==> src/design/shutter_timing_pkg.sv <==
// Purpose: Constants and carrier types for the shutter timing register bank.
// Assumes: Byte registers on a 16-bit address space, one system clock.
package shutter_timing_pkg;

	// ----------------------------------------------------------------
	// Register map
	// ----------------------------------------------------------------
	localparam int NUM_REGS = 49;
	localparam logic [15:0] ROW_COUNT_HIGH_ADDR = 16'h3830;
	localparam logic [15:0] ROW_COUNT_LOW_ADDR = 16'h3831;
	localparam logic [15:0] REG_ADDR [NUM_REGS] = '{
		16'h380c, 16'h380d, 16'h382e, 16'h382f, 16'h3832, 16'h3833, 16'h3834, 16'h3835, 16'h3837,
		16'h3880, 16'h3881, 16'h3882, 16'h3883, 16'h3884, 16'h3885, 16'h3886, 16'h3887,
		16'h3888, 16'h3889, 16'h388a, 16'h388b, 16'h388c, 16'h388d, 16'h388e, 16'h388f,
		16'h3890, 16'h3891, 16'h3892, 16'h3893, 16'h3894, 16'h3895, 16'h3896, 16'h3897,
		16'h3898, 16'h3899, 16'h389a, 16'h389b, 16'h389c, 16'h389d, 16'h389e, 16'h389f,
		16'h38a0, 16'h38a1, 16'h38a2, 16'h38a3, 16'h38a4, 16'h38a5, 16'h38b1, 16'h38b5};
	localparam logic [7:0] REG_RESET [NUM_REGS] = '{
		8'h03, 8'h88, 8'h01, 8'h04, 8'h00, 8'h05, 8'h00, 8'h05, 8'h00,
		8'h10, 8'h44, 8'h01, 8'h00, 8'h00, 8'h02, 8'h00, 8'h15,
		8'h44, 8'h04, 8'h00, 8'h50, 8'h44, 8'h04, 8'h00, 8'h50,
		8'h04, 8'h44, 8'h00, 8'hf0, 8'h20, 8'h00, 8'h00, 8'h10,
		8'h30, 8'h01, 8'h01, 8'h00, 8'h44, 8'h00, 8'h00, 8'h3c,
		8'h44, 8'h05, 8'h00, 8'h10, 8'h10, 8'h00, 8'h02, 8'h00};
	localparam logic [7:0] REG_MASK [NUM_REGS] = '{
		8'hff, 8'hff, 8'h07, 8'hff, 8'hff, 8'hff, 8'hff, 8'hff, 8'h1f,
		8'hff, 8'hff, 8'hff, 8'hff, 8'hff, 8'hff, 8'hff, 8'hff,
		8'hff, 8'h0f, 8'hff, 8'hff, 8'hff, 8'h0f, 8'hff, 8'hff,
		8'h0f, 8'hff, 8'hff, 8'hff, 8'hff, 8'hff, 8'hff, 8'hff,
		8'h33, 8'h8f, 8'hff, 8'hff, 8'hff, 8'h03, 8'hff, 8'hff,
		8'hff, 8'hff, 8'hff, 8'hff, 8'h7f, 8'h7f, 8'h0f, 8'h31};

	// ----------------------------------------------------------------
	// Register indices
	// ----------------------------------------------------------------
	localparam int IDX_LINE_LEN_HIGH = 0;
	localparam int IDX_LINE_LEN_LOW = 1;
	localparam int IDX_LINE_SYNC = 2;
	localparam int IDX_BLANK_CFG = 3;
	localparam int IDX_START_HIGH = 4;
	localparam int IDX_START_LOW = 5;
	localparam int IDX_END_HIGH = 6;
	localparam int IDX_END_LOW = 7;
	localparam int IDX_DOWNSCALE = 8;
	localparam int IDX_PRE_EXPOSURE = 9;
	localparam int IDX_RAMP = 10;
	localparam int IDX_XFER_FORCE_HIGH = 29;
	localparam int IDX_XFER_FORCE_LOW = 30;
	localparam int IDX_PRECHARGE_MODE = 33;
	localparam int IDX_COL_LINE = 34;
	localparam int IDX_PRE_FORCE_HIGH = 45;
	localparam int IDX_PRE_FORCE_LOW = 46;
	localparam int IDX_COMBO = 47;
	localparam int IDX_STORAGE_GATE = 48;

	// ----------------------------------------------------------------
	// Field positions
	// ----------------------------------------------------------------
	localparam int BIT_SPLIT_SEL = 2;
	localparam int BIT_TIMING_SYNC = 1;
	localparam int BIT_BLACK_SYNC = 0;
	localparam int BIT_START_OPT = 7;
	localparam int BIT_END_OPT = 6;
	localparam int BIT_ANA_TO_SYS = 5;
	localparam int BIT_SYS_TO_ANA = 4;
	localparam int BIT_RAMP_NEG = 0;
	localparam int BIT_NONOVERLAP = 5;
	localparam int BIT_LINE_MODE = 4;
	localparam int BIT_COL_STOP = 7;
	localparam int BIT_EDGE_OPT = 5;
	localparam int BIT_FORCE_ZERO = 4;
	localparam int BIT_SECOND_PULSE = 0;

	// ----------------------------------------------------------------
	// Carrier types
	// ----------------------------------------------------------------
	typedef struct packed {
		logic [15:0] addr;
		logic writeEn;
		logic [7:0] writeData;
		logic readEn;
	} reg_req_t;

	typedef struct packed {
		logic rowAdvance;
		logic frameStart;
		logic [15:0] autoBlankStart;
		logic [15:0] autoBlankEnd;
		logic globalTransfer;
		logic [15:0] transferLineLength;
		logic timingLineStrobe;
		logic blackLineStrobe;
		logic imageLineStart;
		logic rampActive;
		logic storageGateRaw;
	} timing_in_t;

	typedef struct packed {
		logic [15:0] rowCount;
		logic [15:0] lineLength;
		logic timingStrobe;
		logic blackStrobe;
		logic systemPowerSave;
		logic analogPowerSave;
		logic rampEnable;
		logic storageGate;
	} timing_out_t;

	typedef struct packed {
		logic downscaleEnable;
		logic downscaleSum;
		logic downscaleBin;
		logic downscaleManual;
		logic downscale_mono;
		logic [3:0] framePrechargeOffset;
		logic [3:0] linePrechargeOffset;
		logic [7:0] transferForceHigh;
		logic [7:0] transferForceLow;
		logic [6:0] prechargeForceHigh;
		logic [6:0] prechargeForceLow;
		logic exposureNonOverlap;
		logic linePrechargeMode;
		logic [1:0] prechargeStartOpt;
		logic columnLineStop;
		logic [3:0] columnLineAhead;
		logic [1:0] gate_source_combo_sel;
		logic [1:0] gate_combo_sel;
		logic storage_gate_edge_option;
		logic storageGateSecondPulse;
	} shutter_cfg_t;

endpackage

==> src/design/shutter_timing_ctrl_bank.sv <==
// Purpose: Row timing and global-shutter configuration bank with row counter and window logic.
// Assumes: The serial control decoder presents byte accesses on a 16-bit address, one cycle each.
// Notes: Read data appears one cycle after the read strobe and holds until the next read.
`timescale 1ns/100ps
`default_nettype none
module shutter_timing_ctrl_bank (
	// Clock and reset
	input wire logic clk,
	input wire logic reset,
	// Register access from the control decoder
	input wire shutter_timing_pkg::reg_req_t regReq,
	output logic [7:0] regReadData,
	// Timing engine side
	input wire shutter_timing_pkg::timing_in_t timingIn,
	output shutter_timing_pkg::timing_out_t timingOut,
	output shutter_timing_pkg::shutter_cfg_t shutterCfg
);

	// ----------------------------------------------------------------
	// State
	// ----------------------------------------------------------------
	typedef struct packed {
		logic [shutter_timing_pkg::NUM_REGS-1:0][7:0] regs;
		logic [15:0] rowCount;
		logic [7:0] readData;
		logic timingAligned;
		logic blackAligned;
		shutter_timing_pkg::timing_out_t outs;
	} state_t;

	state_t state_q;
	state_t state_d;
	logic hit;
	logic [5:0] hitIdx;
	logic [7:0] ctrl;
	logic [7:0] blankCfg;
	logic [15:0] manualStart;
	logic [15:0] manualEnd;
	logic [15:0] startRow;
	logic [15:0] endRow;
	logic [15:0] rowOffset;
	logic innerWin;
	logic outerWin;
	logic analogWin;
	logic systemWin;
	logic [7:0] sgReg;

	// ----------------------------------------------------------------
	// Address decode
	// ----------------------------------------------------------------
	always_comb begin
		hit = 1'b0;
		hitIdx = 6'h00;
		for (int i = 0; i < shutter_timing_pkg::NUM_REGS; i++) begin
			if (regReq.addr == shutter_timing_pkg::REG_ADDR[i]) begin
				hit = 1'b1;
				hitIdx = 6'(i);
			end
		end
	end

	// ----------------------------------------------------------------
	// Power-save window
	// ----------------------------------------------------------------
	always_comb begin
		ctrl = state_q.regs[shutter_timing_pkg::IDX_LINE_SYNC];
		blankCfg = state_q.regs[shutter_timing_pkg::IDX_BLANK_CFG];
		manualStart = {state_q.regs[shutter_timing_pkg::IDX_START_HIGH],
			state_q.regs[shutter_timing_pkg::IDX_START_LOW]};
		manualEnd = {state_q.regs[shutter_timing_pkg::IDX_END_HIGH],
			state_q.regs[shutter_timing_pkg::IDX_END_LOW]};
		rowOffset = {12'h000, blankCfg[3:0]};
		startRow = blankCfg[shutter_timing_pkg::BIT_START_OPT] ? manualStart :
			16'(timingIn.autoBlankStart + rowOffset);
		endRow = blankCfg[shutter_timing_pkg::BIT_END_OPT] ? manualEnd :
			16'(timingIn.autoBlankEnd - rowOffset);
		innerWin = (state_q.rowCount >= startRow) && (state_q.rowCount < endRow);
		outerWin = (state_q.rowCount >= timingIn.autoBlankStart) && (state_q.rowCount < timingIn.autoBlankEnd);
		analogWin = blankCfg[shutter_timing_pkg::BIT_ANA_TO_SYS] ? innerWin : (outerWin | innerWin);
		systemWin = blankCfg[shutter_timing_pkg::BIT_SYS_TO_ANA] ? analogWin : (innerWin & analogWin);
	end

	// ----------------------------------------------------------------
	// Next state
	// ----------------------------------------------------------------
	always_comb begin
		state_d = state_q;
		if (regReq.writeEn && hit) begin
			state_d.regs[hitIdx] = regReq.writeData & shutter_timing_pkg::REG_MASK[hitIdx];
		end
		if (timingIn.frameStart) begin
			state_d.rowCount = 16'h0000;
		end else if (timingIn.rowAdvance) begin
			state_d.rowCount = 16'(state_q.rowCount + 16'h0001);
		end
		if (regReq.readEn) begin
			if (regReq.addr == shutter_timing_pkg::ROW_COUNT_HIGH_ADDR) begin
				state_d.readData = state_q.rowCount[15:8];
			end else if (regReq.addr == shutter_timing_pkg::ROW_COUNT_LOW_ADDR) begin
				state_d.readData = state_q.rowCount[7:0];
			end else if (hit) begin
				state_d.readData = state_q.regs[hitIdx] & shutter_timing_pkg::REG_MASK[hitIdx];
			end else begin
				state_d.readData = 8'h00;
			end
		end
		state_d.timingAligned = timingIn.timingLineStrobe & (timingIn.imageLineStart | state_q.timingAligned);
		state_d.blackAligned = timingIn.blackLineStrobe & (timingIn.imageLineStart | state_q.blackAligned);
		state_d.outs.rowCount = state_q.rowCount;
		state_d.outs.lineLength = (ctrl[shutter_timing_pkg::BIT_SPLIT_SEL] && timingIn.globalTransfer) ?
			timingIn.transferLineLength :
			{state_q.regs[shutter_timing_pkg::IDX_LINE_LEN_HIGH], state_q.regs[shutter_timing_pkg::IDX_LINE_LEN_LOW]};
		state_d.outs.timingStrobe = ctrl[shutter_timing_pkg::BIT_TIMING_SYNC] ?
			state_d.timingAligned : timingIn.timingLineStrobe;
		state_d.outs.blackStrobe = ctrl[shutter_timing_pkg::BIT_BLACK_SYNC] ?
			state_d.blackAligned : timingIn.timingLineStrobe;
		state_d.outs.systemPowerSave = systemWin;
		state_d.outs.analogPowerSave = analogWin;
		state_d.outs.rampEnable = timingIn.rampActive ^
			state_q.regs[shutter_timing_pkg::IDX_RAMP][shutter_timing_pkg::BIT_RAMP_NEG];
		state_d.outs.storageGate = timingIn.storageGateRaw &
			~state_q.regs[shutter_timing_pkg::IDX_STORAGE_GATE][shutter_timing_pkg::BIT_FORCE_ZERO];
		if (reset) begin
			for (int i = 0; i < shutter_timing_pkg::NUM_REGS; i++) begin
				state_d.regs[i] = shutter_timing_pkg::REG_RESET[i];
			end
			state_d.rowCount = 16'h0000;
			state_d.readData = 8'h00;
			state_d.timingAligned = 1'b0;
			state_d.blackAligned = 1'b0;
			state_d.outs = '0;
		end
	end

	always_ff @(posedge clk) begin
		state_q <= state_d;
	end

	// ----------------------------------------------------------------
	// Outputs
	// ----------------------------------------------------------------
	assign regReadData = state_q.readData;
	assign timingOut = state_q.outs;
	assign sgReg = state_q.regs[shutter_timing_pkg::IDX_STORAGE_GATE];

	always_comb begin
		shutterCfg.downscaleEnable = state_q.regs[shutter_timing_pkg::IDX_DOWNSCALE][0];
		shutterCfg.downscaleSum = state_q.regs[shutter_timing_pkg::IDX_DOWNSCALE][1];
		shutterCfg.downscaleBin = state_q.regs[shutter_timing_pkg::IDX_DOWNSCALE][2];
		shutterCfg.downscaleManual = state_q.regs[shutter_timing_pkg::IDX_DOWNSCALE][3];
		shutterCfg.downscale_mono = state_q.regs[shutter_timing_pkg::IDX_DOWNSCALE][4];
		shutterCfg.framePrechargeOffset = state_q.regs[shutter_timing_pkg::IDX_PRE_EXPOSURE][7:4];
		shutterCfg.linePrechargeOffset = state_q.regs[shutter_timing_pkg::IDX_PRE_EXPOSURE][3:0];
		shutterCfg.transferForceHigh = state_q.regs[shutter_timing_pkg::IDX_XFER_FORCE_HIGH];
		shutterCfg.transferForceLow = state_q.regs[shutter_timing_pkg::IDX_XFER_FORCE_LOW];
		shutterCfg.prechargeForceHigh = state_q.regs[shutter_timing_pkg::IDX_PRE_FORCE_HIGH][6:0];
		shutterCfg.prechargeForceLow = state_q.regs[shutter_timing_pkg::IDX_PRE_FORCE_LOW][6:0];
		shutterCfg.exposureNonOverlap =
			state_q.regs[shutter_timing_pkg::IDX_PRECHARGE_MODE][shutter_timing_pkg::BIT_NONOVERLAP];
		shutterCfg.linePrechargeMode =
			state_q.regs[shutter_timing_pkg::IDX_PRECHARGE_MODE][shutter_timing_pkg::BIT_LINE_MODE];
		shutterCfg.prechargeStartOpt = state_q.regs[shutter_timing_pkg::IDX_PRECHARGE_MODE][1:0];
		shutterCfg.columnLineStop = state_q.regs[shutter_timing_pkg::IDX_COL_LINE][shutter_timing_pkg::BIT_COL_STOP];
		shutterCfg.columnLineAhead = state_q.regs[shutter_timing_pkg::IDX_COL_LINE][3:0];
		shutterCfg.gate_source_combo_sel = state_q.regs[shutter_timing_pkg::IDX_COMBO][3:2];
		shutterCfg.gate_combo_sel = state_q.regs[shutter_timing_pkg::IDX_COMBO][1:0];
		shutterCfg.storage_gate_edge_option = sgReg[shutter_timing_pkg::BIT_EDGE_OPT];
		shutterCfg.storageGateSecondPulse = sgReg[shutter_timing_pkg::BIT_SECOND_PULSE];
	end

endmodule
`default_nettype wire

==> config.mk <==
export PLATFORM = sky130hd
export DESIGN_NAME = shutter_timing_ctrl_bank
export DESIGN_NICKNAME = d
export VERILOG_FILES = /design/src/design/shutter_timing_pkg.sv /design/src/design/shutter_timing_ctrl_bank.sv
export SDC_FILE = /design/constraint.sdc
export NUM_CORES = 1
export LEC_CHECK = 0
export ABC_AREA = 1
export BUFFER_PORTS_ARGS = -buffer_cell sky130_fd_sc_hd__buf_2
export CORE_MARGIN = 2
export CORE_UTILIZATION = 45
export DETAILED_ROUTE_END_ITERATION = 8
export PLACE_DENSITY_LB_ADDON = 0.08
export SYNTH_ARGS = -nofsm -noshare
export SYNTH_HDL_FRONTEND = slang
export SYNTH_SLANG_ARGS = --single-unit
==> constraint.sdc <==
create_clock -name clk -period 3.8 [get_ports clk]
set_clock_uncertainty 0.05 [all_clocks]
set_input_delay 0 -clock clk [delete_from_list [all_inputs] [get_ports clk]]
set_output_delay 0 -clock clk [all_outputs]
set_load 0.02 [all_outputs]
==> results.tsv, run 1 <==
metric	value	unit
status	finished, violations left	
violated checks	setup timing	
Worst path slowest cell	dfxtp_2	
First DRT Iteration DRCs	2385	
hold path cells	4	
YS warnings	0	
Setup CP Type	register to register	
combinational group share of total power	5.5	%
hold slack	0.0267	ns
Static Leak	13.6	nW
RSZ-0062 raised after global routing	yes	
FMAX	260	MHz
ANT nets after route	0	
routed length on met1	42500	µm
worst-margin pin slew	1.14	ns
Crit Path Max Fanout	2	
CP endpoint kind	register	
Setup WS post-layout	-0.0484	ns
maxcap violations	0	
reg2reg path depth	30	
vias in the first global route	24194	
die width	241	µm
die area	0.0583	mm²
Sw Ratio	24.5	%
worst-skew pair later-pin latency	0.63	ns
Yosys cell types	52	
final worst path period share	101	%
Reg-to-Reg Start	blankCfg[0]$_SDFFE_PP0P_	
core area	0.0561	mm²
Sw Pwr	2.53	mW
WP data arrival	4.34	ns
worst IR drop on VDD	0.367	mV
worst flop-to-flop path endpoint	timingOut[3]$_SDFF_PP0_	
most common cell after layout, fill and taps aside	nand2_1	
# IOs	188	
Worst Setup Start Kind	register	
EDFF count, synth	0	
Cell Int Power	7.79	mW
final WL	97900	µm
initial antenna violation count	1	
Post-Syn Area	0.0254	mm²
final net count	4288	
hold_sp	regReq[5]	
first-pass GRT wire length	146000	µm
Seq cells post-synth	454	
met2 wire len	44100	µm
Remaining DRCs	0	
Final Max Tran Viols	0	
drt via density	5.37	
reg2reg setup slack	-0.05	ns
Clock Sinks	454	
Total Power	10.3	mW
part of the power in the clock network	48.3	%
root buf cell	clkbuf_16	
largest net degree at the start of global routing	163	
Placer Congestion	0.998	
CTS tree	done	
GR Overflow Total	0	
Top Metal Used	met4	
first-pass iteration count of the detailed router	7	
Mapped Cells	3807	
Main synth FF type	dfxtp_1	
Avg Inst Size Synth	6.66	µm²
Placed Instances	4790	
WL/cell	19.9	µm
starting density of the core	45.2	%
Reg power frac	46.2	%
DP Wirelength	71600	µm
Clock Tree Buf Depth	3	
synthesis-to-layout area growth	21.2	%
Min-Delay Endpoint	state_q[444]$_SDFFE_PP0P_	
PD cells	336	mW/mm²
DR vias	26426	
row cnt	87	
gr usage total	32.9	%
post-layout util	54.9	%
critical path data required time	4.29	ns
Post-synth ARST share	0	%
post-layout min period	3.85	ns
I/O Buffers	187	
Post-Syn Nets	3969	
met3 routed WL	7200	µm
sequential share of the synthesized area	35.8	%
post-route insts no fill	4919	
CTS Buf Count	51	
H-tree depth	2	
most frequent cells in the layout	nand2_1 (650), inv_1 (467), o21ai_0 (466)	
die height	241	µm
clock transition time at the flip-flop clock pins of the worst setup and hold paths	0.07	ns
Fin. Hold Viols	0	
Rel. slew slack	23.7	%
max incr delay on CP	0.34	ns
setup violators final	2	
layout cells sized above 1	16.6	%
hold crit path type	primary input to register	
## cell families (layout without fill, tap and decap cells)
kind of cell,after synthesis,after routing,share of synthesized area [%]
fa+ha+maj,78,78,3.91
simple gates,1448,1448,24.7
compound gates,1028,1028,21.6
buf+inv,789,1144,13.6
flops,454,454,35.8
other cells,0,1,0
xor+xnor,10,10,0.345
## state kept, by name (all words and copies together), names as in the netlist
register,count
timingOut,38
manualEnd,16
ctrl,8
blankCfg,8
shutterCfg,56
regReadData,8
sgReg,6
manualStart,16
state_q,298
## metrics by stage
stage               setup TNS, ns  instance area (µm²)  setup slack, ns
CTS                       -0.0327                30700          -0.0176
global route               -0.822                30700           -0.412
floorplan                       0                25400            0.106
detailed placement          -1.35                28600           -0.218
finish                    -0.0583                30800          -0.0484
global placement            -2.52                28600           -0.220
## worst max-delay path, delay by kind of cell (launching register included)
family          cells  cell delay [ns]
simple gates       14             1.32
buf+inv             8             0.57
flops               1             0.34
compound gates      4             0.60
xor+xnor            1             0.14
fa+ha+maj           3             0.77
## metal layers
layer / global-route usage (%) / vias up
met1: 44.6 / 12137
met2: 52.9 / 972
met5: 0 / -
met3: 4.17 / 184
met4: 13.8 / 0
li1: - / 13133
## cell type report
class,instances,area [µm²]
clock buffers,67,1420
flip-flops and latches,454,9090
clock inverters,22,248
well taps,756,946
repair buffers,565,4250
multi-input cells,2564,13000
inverters,490,1850
diodes,1,2.50
fillers,5712,25300
## power groups by stage
stage | Sequential, mW | Combinational (mW) | Clock [mW]
final | 4.77 | 0.567 | 4.99
after global routing | 4.77 | 0.615 | 5.23
after CTS | 4.77 | 0.556 | 5.04
after detailed placement | 4.88 | 0.523 | 0
after global placement | 4.88 | 0.523 | 0
after floorplan | 4.87 | 0.279 | 0
## worst max path at each step
| stage | cells past startpoint | to | startpoint |
|---|---|---|---|
| final | 30 | timingOut[3]$_SDFF_PP0_ | blankCfg[0]$_SDFFE_PP0P_ |
| after global routing | 29 | timingOut[3]$_SDFF_PP0_ | blankCfg[2]$_SDFFE_PP1P_ |
| after CTS | 30 | timingOut[3]$_SDFF_PP0_ | blankCfg[0]$_SDFFE_PP0P_ |
| after detailed placement | 30 | timingOut[3]$_SDFF_PP0_ | blankCfg[0]$_SDFFE_PP0P_ |
| after global placement | 30 | timingOut[3]$_SDFF_PP0_ | blankCfg[0]$_SDFFE_PP0P_ |
| after floorplan | 30 | timingOut[3]$_SDFF_PP0_ | blankCfg[0]$_SDFFE_PP0P_ |
## synthesized netlist by cell type (58+ instances only)
cell / instances / area [µm²]
dfxtp_1: 454 / 9090
clkbuf_1: 123 / 462
nor2_1: 394 / 1480
o21ai_0: 469 / 2350
nor3_1: 60 / 300
buf_2: 63 / 315
inv_1: 470 / 1760
a21oi_1: 415 / 2080
o211ai_1: 58 / 435
nand3_1: 179 / 896
buf_4: 108 / 811
ha_1: 76 / 951
nand2_1: 654 / 2450
## timing repair
action,4_1_cts,5_1_grt
pin swaps,6,11
buffers inserted,1,3
endpoints found under the hold margin,229,0
resized for setup,18,10
hold buffers,35,0
setup endpoints to repair,2,2
No activity file was read; power rests on OpenSTA's default activity.
==> run 2: changes to the inputs <==
--- a/config.mk
+++ b/config.mk
@@ -5,7 +5,6 @@
 export SDC_FILE = /design/constraint.sdc
 export NUM_CORES = 1
 export LEC_CHECK = 0
-export ABC_AREA = 1
 export BUFFER_PORTS_ARGS = -buffer_cell sky130_fd_sc_hd__buf_2
 export CORE_MARGIN = 2
 export CORE_UTILIZATION = 45
==> results.tsv, run 2 <==
metric	value	unit
drt via density	6.01	
synthesis-to-layout area growth	18.5	%
ANT nets after route	0	
most frequent cell after synthesis	nand2_1	
GR Overflow Total	0	
Clock Tree Buf Depth	3	
CTS tree	done	
First DRT Iteration DRCs	3315	
final net count	3632	
WP data arrival	4.14	ns
Setup WS post-layout	0.161	ns
Mapped Cells	3239	
Worst path slowest cell	or3_4	
post-layout min period	3.64	ns
worst-skew pair later-pin latency	0.64	ns
Critical Path, Cell by Cell	inv_1 > ha_1 > a21o_1 > a21o_1 > a211oi_2 > nand4_1 > or3_4 > a21oi_2 > a21oi_1 > ha_1 > nand4_1 > nor2_2 > a2111oi_2 > o211ai_1 > a311oi_2 > or2_4	
YS warnings	0	
fin area	0.0287	mm²
met3 routed WL	10900	µm
most frequent cells in the layout	nand2_1 (970), dfxtp_1 (453), a21oi_1 (408)	
Clock Sinks	454	
Remaining DRCs	0	
Top Metal Used	met4	
layout cells sized above 1	16.5	%
worst IR drop on VDD	0.346	mV
FMAX	275	MHz
routed length on met1	44300	µm
hold crit path type	primary input to register	
initial antenna violation count	1	
share of the synthesized area in the top cell type	37.5	%
Setup CP Type	register to register	
hold_sp	regReq[8]	
H-tree depth	2	
worst-margin pin slew	1.13	ns
Seq cells post-synth	454	
max incr delay on CP	0.45	ns
Crit Path Max Fanout	5	
Post-synth ARST share	0	%
Post-Syn Area	0.0242	mm²
Cell Int Power	7.94	mW
die height	236	µm
DP Wirelength	76400	µm
most common cell after layout, fill and taps aside	nand2_1	
Rel. slew slack	24.8	%
CTS Buf Count	51	
most frequent cells after synthesis	nand2_1 (970), dfxtp_1 (454), a21oi_1 (413), nor2_1 (199), buf_4 (116)	
Yosys cell types	102	
Sw Pwr	2.62	mW
Worst Setup Start Kind	register	
max reg flops	298	
first-pass iteration count of the detailed router	7	
Fin. Hold Viols	0	
Final Max Tran Viols	0	
root buf cell	clkbuf_16	
maxcap violations	0	
gr usage total	36.9	%
met2 wire len	47000	µm
core area	0.0535	mm²
Most flops, register	state_q	
Sw Ratio	24.8	%
reg2reg path depth	16	
synth top area cells	dfxtp_1 (38%), nand2_1 (15%), a21oi_1 (8.5%), ha_1 (3.9%), buf_4 (3.6%)	
PD cells	368	mW/mm²
# IOs	188	
Placer Congestion	1.02	
pre-CTS WS	-0.0150	ns
setup violators final	0	
placed inst area	0.0263	mm²
Reg-to-Reg Start	blankCfg[1]$_SDFFE_PP0P_	
Post-Syn Nets	3401	
I/O Buffers	187	
final worst path period share	95.8	%
part of the power in the clock network	49.0	%
layout filler cell count	5169	
CP endpoint kind	register	
DR vias	25303	
Avg Inst Size Synth	7.48	µm²
first-pass GRT wire length	155000	µm
final WL	106000	µm
die width	236	µm
EDFF count, synth	0	
clock transition time at the flip-flop clock pins of the worst setup and hold paths	0.06	ns
vias in the first global route	23509	
combinational group share of total power	5.8	%
reg2reg setup slack	0.16	ns
Static Leak	11.4	nW
sequential share of the synthesized area	37.5	%
status	finished, final reports clean	
Reg power frac	45.3	%
hold path cells	5	
Min-Delay Endpoint	state_q[199]$_SDFFE_PP0P_	
critical path data required time	4.30	ns
row cnt	85	
die area	0.0557	mm²
WL/cell	25.3	µm
starting density of the core	45.3	%
worst flop-to-flop path endpoint	timingOut[2]$_SDFF_PP0_	
Main synth FF type	dfxtp_1	
largest net degree at the start of global routing	193	
Synth area leader	dfxtp_1	
## run 2: cell types whose count changed after synthesis, moves of 40 or more
cell      change
inv_1       -421
mux2i_1      +58
nand2_1     +316
nand3_1      -92
nor2_1      -195
o211ai_1     -40
o21ai_0     -415
## run 2: cells by family after synthesis
family          Yosys count  share of synthesized area (%)
compound gates          741                           19.0
xor+xnor                 41                           1.48
flops                   454                           37.5
simple gates           1504                           26.9
fa+ha+maj                78                           4.09
mux                      76                           3.33
buf+inv                 345                           7.64
## run 2: timing repair
action | in CTS | in global routing
setup endpoints to repair | 1 | 2
endpoints found under the hold margin | 250 | 0
hold buffers | 64 | 0
gates resized for setup | 2 | 14
pin swaps | 1 | 10
setup buffers | 0 | 0
## run 2: critical path: cells and delay by family, from the launching register on
kind / cells / cell delay (ns)
AO/OA/AOI/OAI: 8 / 1.46
AND/OR/NAND/NOR: 5 / 1.05
adder cells (fa/ha/maj): 2 / 0.61
flip-flops: 1 / 0.32
buffers and inverters: 1 / 0.06
## run 2: how the worst max path moves through the flow
stage,startpoint,end,slack [ns],depth (start not counted)
2_1_floorplan,blankCfg[1]$_SDFFE_PP0P_,timingOut[2]$_SDFF_PP0_,0.07,17
3_3_place_gp,regReq[25],regReadData[3]$_SDFFE_PP0P_,-0.13,14
3_5_place_dp,regReq[25],regReadData[6]$_SDFFE_PP0P_,-0.02,13
4_1_cts,blankCfg[1]$_SDFFE_PP0P_,timingOut[2]$_SDFF_PP0_,0.009,19
5_1_grt,blankCfg[1]$_SDFFE_PP0P_,timingOut[2]$_SDFF_PP0_,-0.04,16
6_report,blankCfg[1]$_SDFFE_PP0P_,timingOut[2]$_SDFF_PP0_,0.16,16
## run 2: per-stage QoR
step / power (mW) / cells / utilization [%] / hold WS (ns) / TNS [ns]
global placement: 5.43 / 4049 / 49.1 / 0.189 / -0.133
detailed placement: 5.44 / 4049 / 49.1 / 0.196 / -0.0223
finish: 10.6 / 4208 / 53.7 / 0.0591 / 0
CTS: 10.6 / 4207 / 53.6 / 0.0204 / 0
floorplan: 5.21 / 3239 / - / 0.0756 / 0
global route: 10.8 / 4207 / 53.7 / 0.0519 / -0.0357
## run 2: power groups by stage
stage | Sequential (mW) | Clock, mW | Combinational, mW
global route | 4.78 | 5.40 | 0.642
global placement | 4.88 | 0 | 0.551
floorplan | 4.88 | 0 | 0.331
finish | 4.78 | 5.17 | 0.608
CTS | 4.78 | 5.21 | 0.591
detailed placement | 4.88 | 0 | 0.557
## run 2: layout make-up
type	instances	area (µm²)	share of cell area (%)
Clock inverter	23	293	1.02
Clock buffer	71	1450	5.06
Inverter	51	191	0.667
Multi-Input combinational cell	2440	13400	46.6
Tap cell	696	871	3.03
Timing Repair Buffer	472	3440	12.0
Antenna cell	1	2.50	0.00872
Sequential cell	454	9090	31.7
## run 2: layer usage
layer  up-vias  track usage (%)
li1      11474                -
met1     12150             50.4
met2      1428             57.5
met3       251             7.05
met4         0             14.2
met5         -                0
